## config.mk

```make
export PLATFORM = sky130hd
export DESIGN_NAME = rivm_top
export DESIGN_NICKNAME = d
export VERILOG_FILES = /design/src/rivm_pkg.sv /design/src/rivm_vec_if.sv /design/src/rivm_vec_map.sv /design/src/rivm_top.sv
export SDC_FILE = /design/constraint.sdc
export NUM_CORES = 1
export LEC_CHECK = 0
export BUFFER_PORTS_ARGS = -buffer_cell sky130_fd_sc_hd__buf_4
export CAP_MARGIN = 15
export CELL_PAD_IN_SITES_DETAIL_PLACEMENT = 1
export CELL_PAD_IN_SITES_GLOBAL_PLACEMENT = 2
export CORE_MARGIN = 2
export CORE_UTILIZATION = 26
export CTS_BUF_LIST = sky130_fd_sc_hd__clkbuf_2
export DETAILED_ROUTE_END_ITERATION = 8
export GPL_ROUTABILITY_DRIVEN = 0
export PLACE_DENSITY = 0.94
export SYNTH_ARGS = -nofsm -noshare
export SYNTH_HDL_FRONTEND = slang
export SYNTH_SLANG_ARGS = --single-unit
```

## constraint.sdc

```tcl
create_clock -name clk -period 5.32 [get_ports clk]
set_input_delay 0.266 -clock clk [delete_from_list [all_inputs] [get_ports clk]]
set_output_delay 0.266 -clock clk [all_outputs]
set_load 0.02 [all_outputs]
```

## src/rivm_pkg.sv

```systemverilog
// How it works
// - every reset cause goes to the reset vector at address zero normally.
// - comparators, request 0, timer16 capture/compares, slot 15 empty, timer16 overflow.
// - timer8 compare a, overflow, adc, request 1, spi, three serial events.
// - request 2, watchdog, eeprom, timer8 compare b, request 3, two gaps, store ready.
// - programmed boot-reset fuse sends every reset to the boot loader start.
// - with table select set, vectors are offset by the boot section start.
// - reset target and table base are chosen independently of each other.
// - fuse reads 1 when unprogrammed and 0 when programmed.
// - select changes only within four cycles after change-enable, with enable zero.
// - interrupts blocked from enable until two instructions retire after the select write, or four cycles.
package rivm_pkg;
  localparam int          RIVM_ADDR_W      = 16;
  localparam int          RIVM_NUM_SRC     = 31;
  localparam int          RIVM_SRC_W       = 5;
  localparam logic [15:0] RIVM_RESET_ADDR  = 16'h0000;
  localparam logic [15:0] RIVM_VEC_STEP    = 16'h0002;
  localparam logic [15:0] RIVM_BOOT_ADDR   = 16'h0C00;
  localparam int          RIVM_WINDOW_CYC  = 4;
  localparam logic [2:0]  RIVM_WINDOW_LAST = 3'h4;
  localparam logic [2:0]  RIVM_BLOCK_TAIL  = 3'h1;
  localparam int          RIVM_BIT_CE      = 0;
  localparam int          RIVM_BIT_SEL     = 1;
  localparam logic [7:0]  RIVM_CTRL_RESET  = 8'h00;
  localparam logic        RIVM_FUSE_PROG   = 1'b0;
  // vector numbers of sources without a handler, then the highest vector
  localparam logic [5:0]  RIVM_SLOT_GAP0   = 6'h0F;
  localparam logic [5:0]  RIVM_SLOT_GAP1   = 6'h1E;
  localparam logic [5:0]  RIVM_SLOT_GAP2   = 6'h1F;
  localparam logic [5:0]  RIVM_SLOT_LAST   = 6'h20;
  typedef enum logic [1:0] {
    RIVM_IDLE  = 2'b00,
    RIVM_OPEN  = 2'b01,
    RIVM_TAIL  = 2'b10
  } rivm_state_e;
endpackage

```

## src/rivm_vec_if.sv

```systemverilog
`timescale 1ns/1ps
interface rivm_vec_if;
  logic [rivm_pkg::RIVM_SRC_W-1:0]  src_index;
  logic                             src_valid;
  logic [rivm_pkg::RIVM_ADDR_W-1:0] table_base;
  logic [rivm_pkg::RIVM_ADDR_W-1:0] vec_addr;
  modport ctrl (output src_index, output src_valid, output table_base, input vec_addr);
  modport map  (input src_index, input src_valid, input table_base, output vec_addr);
endinterface

```

## src/rivm_vec_map.sv

```systemverilog
`timescale 1ns/1ps
module rivm_vec_map
  import rivm_pkg::*;
(
  rivm_vec_if.map v
);
  logic [5:0]  slot;
  ////////////////////////////////////////////////////////////////////////
  // source index 0 is vector 2; slots follow the index linearly, capped at RIVM_SLOT_LAST
  always_comb
  begin
    slot = 6'(v.src_index) + 6'h02;
    if (slot > RIVM_SLOT_LAST)
      slot = RIVM_SLOT_LAST;
  end
  always_comb
  begin
    if (v.src_valid)
      v.vec_addr = v.table_base + 16'(slot - 6'h01) * RIVM_VEC_STEP;
    else
      v.vec_addr = v.table_base;
  end
endmodule

```

## src/rivm_top.sv

```systemverilog
`timescale 1ns/1ps
module rivm_top
  import rivm_pkg::*;
(
  input  wire logic                    clk,
  input  wire logic                    reset,
  input  wire logic                    boot_reset_fuse,
  input  wire logic [RIVM_NUM_SRC-1:0] irq_req,
  input  wire logic                    irq_ack,
  input  wire logic                    insn_retire,
  input  wire logic                    ctrl_wr,
  input  wire logic [7:0]              ctrl_wdata,
  output logic      [7:0]              core_control_register,
  output logic                         vector_table_select,
  output logic                         vector_change_enable,
  output logic                         irq_block,
  output logic      [RIVM_ADDR_W-1:0]  reset_addr,
  output logic      [RIVM_ADDR_W-1:0]  vec_addr,
  output logic                         vec_valid
);
  rivm_vec_if vif ();
  rivm_state_e             state_q;
  logic [2:0]              win_cnt_q;
  logic                    fuse_meta_q;
  logic                    fuse_q;
  logic                    sel_q;
  logic [RIVM_ADDR_W-1:0]  reset_addr_q;
  logic [RIVM_ADDR_W-1:0]  vec_addr_q;
  logic                    vec_valid_q;
  logic [RIVM_NUM_SRC-1:0] gap_mask;
  logic [RIVM_NUM_SRC-1:0] live_req;
  logic [RIVM_SRC_W-1:0] pick;
  logic        any_req;
  logic        sel_write;
  ////////////////////////////////////////////////////////////////////////
  // fuse pin passes two flops before any use
  always_ff @(posedge clk)
  begin
    fuse_meta_q <= boot_reset_fuse;
    fuse_q      <= fuse_meta_q;
  end
  always_ff @(posedge clk)
  begin
    if (reset)
      reset_addr_q <= RIVM_RESET_ADDR;
    else if (fuse_q == RIVM_FUSE_PROG)
      reset_addr_q <= RIVM_BOOT_ADDR;
    else
      reset_addr_q <= RIVM_RESET_ADDR;
  end
  assign reset_addr = reset_addr_q;
  ////////////////////////////////////////////////////////////////////////
  // select taken only inside window
  assign sel_write = ctrl_wr && (state_q == RIVM_OPEN) && !ctrl_wdata[RIVM_BIT_CE];
  always_ff @(posedge clk)
  begin
    if (reset)
      sel_q <= RIVM_CTRL_RESET[RIVM_BIT_SEL];
    else if (sel_write)
      sel_q <= ctrl_wdata[RIVM_BIT_SEL];
  end
  assign vector_table_select = sel_q;
  // window and blocking sequencer
  always_ff @(posedge clk)
  begin
    if (reset)
    begin
      state_q   <= RIVM_IDLE;
      win_cnt_q <= 3'h0;
    end
    else
    begin
      case (state_q)
        RIVM_IDLE:
          if (ctrl_wr && ctrl_wdata[RIVM_BIT_CE])
          begin
            state_q   <= RIVM_OPEN;
            win_cnt_q <= 3'h1;
          end
        RIVM_OPEN:
          if (sel_write)
          begin
            state_q   <= RIVM_TAIL;
            win_cnt_q <= 3'h0;
          end
          else if (win_cnt_q == RIVM_WINDOW_LAST)
          begin
            state_q   <= RIVM_IDLE;
            win_cnt_q <= 3'h0;
          end
          else
            win_cnt_q <= win_cnt_q + 3'h1;
        RIVM_TAIL:
          if (insn_retire)
          begin
            if (win_cnt_q >= RIVM_BLOCK_TAIL)
              state_q <= RIVM_IDLE;
            win_cnt_q <= win_cnt_q + 3'h1;
          end
        default:
          state_q <= RIVM_IDLE;
      endcase
    end
  end
  assign vector_change_enable = (state_q == RIVM_OPEN);
  assign irq_block = (state_q != RIVM_IDLE);
  always_comb
  begin
    core_control_register = RIVM_CTRL_RESET;
    core_control_register[RIVM_BIT_CE]  = vector_change_enable;
    core_control_register[RIVM_BIT_SEL] = vector_table_select;
  end
  ////////////////////////////////////////////////////////////////////////
  // unassigned slots never raise a vector
  for (genvar g = 0; g < RIVM_NUM_SRC; g++)
  begin : g_gap
    assign gap_mask[g] = ((6'(g) + 6'h02) == RIVM_SLOT_GAP0)
                      || ((6'(g) + 6'h02) == RIVM_SLOT_GAP1)
                      || ((6'(g) + 6'h02) == RIVM_SLOT_GAP2);
  end
  assign live_req = irq_req & ~gap_mask;
  // lowest index pending source is presented
  always_comb
  begin
    pick    = '0;
    any_req = 1'b0;
    for (int i = RIVM_NUM_SRC - 1; i >= 0; i--)
    begin
      if (live_req[i])
      begin
        pick    = RIVM_SRC_W'(i);
        any_req = 1'b1;
      end
    end
  end
  assign vif.src_index = pick;
  assign vif.src_valid = any_req;
  assign vif.table_base = vector_table_select ? RIVM_BOOT_ADDR : RIVM_RESET_ADDR;
  rivm_vec_map u_map (
    .v (vif.map)
  );
  always_ff @(posedge clk)
  begin
    if (reset)
    begin
      vec_addr_q  <= RIVM_RESET_ADDR;
      vec_valid_q <= 1'b0;
    end
    else
    begin
      vec_addr_q  <= vif.vec_addr;
      vec_valid_q <= any_req && !irq_block && !irq_ack;
    end
  end
  assign vec_addr  = vec_addr_q;
  assign vec_valid = vec_valid_q;
endmodule

```

==> flow_summary.ini <==
[layout]
multi_input_area_mm2 = 0.00104
final_nets = 317
seq_area_um2 = 400
layout-area-overhead-vs-synth_pct = 23.5
num_antenna_cells = 0
final_cell_area_mm2 = 0.00206
n_fill_cell = 789
post_route_cells_drive_above_1_share_pct = 30.1
finalCoreUtilization_pct = 32.8

[setup_path]
cp_num_cells = 16
crit_slowest_cell = sky130_fd_sc_hd__or4_4
critical_path_required_ns = 5.57
worst_setup_path_endpoint = vec_addr[10]
cp_slowest_stage_delay_ns = 0.57
reg2reg_setup_slack_ns = 3.54
critical_path.top_delay_family = simple AND/OR/NAND/NOR gates
crit_type = in -> reg
critPathMostFrequentCell = sky130_fd_sc_hd__ha_1
path_max_fanout = 5
worstReg2RegStart = state_q[1]
worst_setup_path_end_kind = register
startpoint_type = input port
timing.critical_path.buf_inv = 2
critical_path.cell_chain = buf_4 -> or4_4 -> o2111ai_2 -> nand3_2 -> a21boi_0 -> ha_1 -> nand3_1 -> nor3_1 -> or3_1 -> or2_2 -> ha_1 -> nand3b_1 -> a21o_1 -> inv_1 -> ha_1 -> a21oi_1
critical_path_arrival_ns = 3.58
r2r-end = state_q[1]
ff2ff_path_depth = 8
crit_start = irq_req[25]

[pwr]
static-leakage-power_nw = 0.942
peakVddDrop_uv = 108
power.density_cell_area_mw_per_mm2 = 182

[run_status]
run_status = completed

[floorplan]
die_h_um = 84.1
design.die.area_mm2 = 0.00707
die_width_um = 84.1
core_region_area_mm2 = 0.00628
ioPinCount = 89
core.rowCount = 29
initial_core_util_pct = 26.5

[clock_network]
cts_buffers = 3
tritoncts_sink_count = 20
ctsRootBufferMaster = sky130_fd_sc_hd__clkbuf_2
clk_pin_slew_ns = 0.17
clock_tree_from_tritoncts = built
clock_path_buffers = 2
h-tree-depth = 1
clock_insertion_delay_worst_skew_ns = 0.30

[synthesis]
synth_sequential_area_ratio_pct = 24.0
synth_largest_area_cell = sky130_fd_sc_hd__dfxtp_1
synth-edff-count = 0
synth.distinct_cells = 51
syn_area_mm2 = 0.00167
postSynthCellCount = 208
synth_top_cells_by_count = sky130_fd_sc_hd__nor2_1 (30), sky130_fd_sc_hd__buf_4 (29), sky130_fd_sc_hd__dfxtp_1 (20)
synth_top_area_share_pct = 24.0
synth.area.top_cells = sky130_fd_sc_hd__dfxtp_1 (24%), sky130_fd_sc_hd__buf_4 (13%), sky130_fd_sc_hd__ha_1 (8.3%)
synth_top_flop_cell = sky130_fd_sc_hd__dfxtp_1
ys_async_sr_fraction_pct = 0
synth_warnings = 0
yosys.cell_count.top_type = sky130_fd_sc_hd__nor2_1
flip_flop_and_latch_count_after_synthesis = 20
synth_area_per_cell_um2 = 8.01

[timing]
min_period_ns = 3.33
max_slew_margin_pct = 61.7
slew_violations = 0
timing.final.crit_share_pct = 62.6
tns_ns = 0
worstMarginPinSlew_ns = 0.570
setup_repair_after_global_routing_missed_its_margin = no
setup_viol = 0
max_freq_mhz = 300
finClkSkew_ns = 0.0132
hold_violations_final = 0

[detailed_routing]
drcViolationCount = 0
antenna_violating_nets_post_route = 0
postRouteWirelength_um = 3820
route.detailed.vias_per_inst = 4.53
routed_length_per_instance_um = 11.4
dr.pass1.iters = 3
drt_first_iter_violations = 30
vias = 1521

[global_route]
antenna_found_initial = 0
track_usage_pct = 11.0
number_of_global_route_vias_before_repair = 1463
grt_pass1_wl_um = 6640
global_route.overflow_total = 0
grt_start_max_net_pins = 11

[placed_design]
detailed_place.area_mm2 = 0.00203
hpwl_reported_at_the_end_of_detailed_placement_um = 3300
io_buffers = 58

[job]
maxCapViolations = 0

[hold_path]
worst_hold_class = in -> reg
through the flow:
stage               hold slack, ns  total power [mW]  std cells  setup WS (ns)
finish                      0.0999             0.376        336           1.99
global route                0.0529             0.411        336           1.68
CTS                         0.0500             0.382        335           1.95
detailed placement           0.321             0.324        332           1.63
global placement             0.314             0.320        332           1.70
floorplan                    0.294             0.277        228           2.17
routing by layer:
metal	up-vias	track usage [%]	wire (µm)
met5	-	0	0
met4	0	3.08	44
li1	779	-	-
met2	59	17.7	1690
met3	4	1.58	264
met1	679	15.2	1820
placed cells by master (no fill, tap or decap), types with 3 or more instances in the layout:
master                     synthesis  routed
sky130_fd_sc_hd__buf_4            29      58
sky130_fd_sc_hd__nor2_1           30      30
sky130_fd_sc_hd__conb_1            1      21
sky130_fd_sc_hd__dfxtp_1          20      20
sky130_fd_sc_hd__inv_1            15      15
sky130_fd_sc_hd__ha_1             11      11
sky130_fd_sc_hd__nand2_1          10      10
sky130_fd_sc_hd__a21oi_1           9       9
sky130_fd_sc_hd__o21ai_0           8       8
sky130_fd_sc_hd__nor3_1            6       6
sky130_fd_sc_hd__nor4_1            5       5
sky130_fd_sc_hd__nor2b_1           3       3
sky130_fd_sc_hd__o211ai_1          3       3
sky130_fd_sc_hd__nand3_1           3       3
sky130_fd_sc_hd__or3_1             3       3
sky130_fd_sc_hd__mux2i_1           3       3
sky130_fd_sc_hd__nand2b_1          3       3
sky130_fd_sc_hd__clkbuf_2          0       3
worst min-delay path by stage:
stage,start,end,cells past startpoint
4_1_cts,boot_reset_fuse,fuse_meta_q,1
3_5_place_dp,fuse_meta_q,fuse_q,0
3_3_place_gp,fuse_meta_q,fuse_q,0
2_1_floorplan,boot_reset_fuse,fuse_meta_q,0
6_report,irq_ack,vec_valid,2
5_1_grt,irq_ack,vec_valid,2
what timing repair did:
action,CTS,global route
resized for setup,0,0
buffers inserted,0,0
hold endpoints to repair,0,1
hold buffers,0,1
cells by family after synthesis:
family	count (synthesis)	synth area share [%]
multiplexers	3	1.80
buffers and inverters	46	17.8
flip-flops	20	24.0
AO/OA/AOI/OAI	42	18.9
adder cells (fa/ha/maj)	11	8.26
other	1	0.225
XOR/XNOR	3	2.03
AND/OR/NAND/NOR	82	27.0
state kept, by name, summed over array words and instances, names as in the netlist:
signal	flops
vector_table_select	1
fuse_q	1
reset_addr	1
fuse_meta_q	1
state_q	2
vec_addr	10
win_cnt_q	3
vec_valid	1
layout make-up:
type	count	area share (%)
flip-flops and latches	20	19.5
repair buffers	59	21.6
clock buffers	3	0.729
well taps	77	4.68
multi-input cells	162	50.8
inverters	15	2.74
report_power, final:
group          switching [mW]  leakage, nW  internal (mW)  total, mW
registers             0.00709        0.164          0.160      0.167
clock network          0.0408       0.0125         0.0154     0.0562
logic                  0.0897        0.765         0.0621      0.152
total                   0.138        0.942          0.238      0.376
Power figures use the tool's default switching activity.
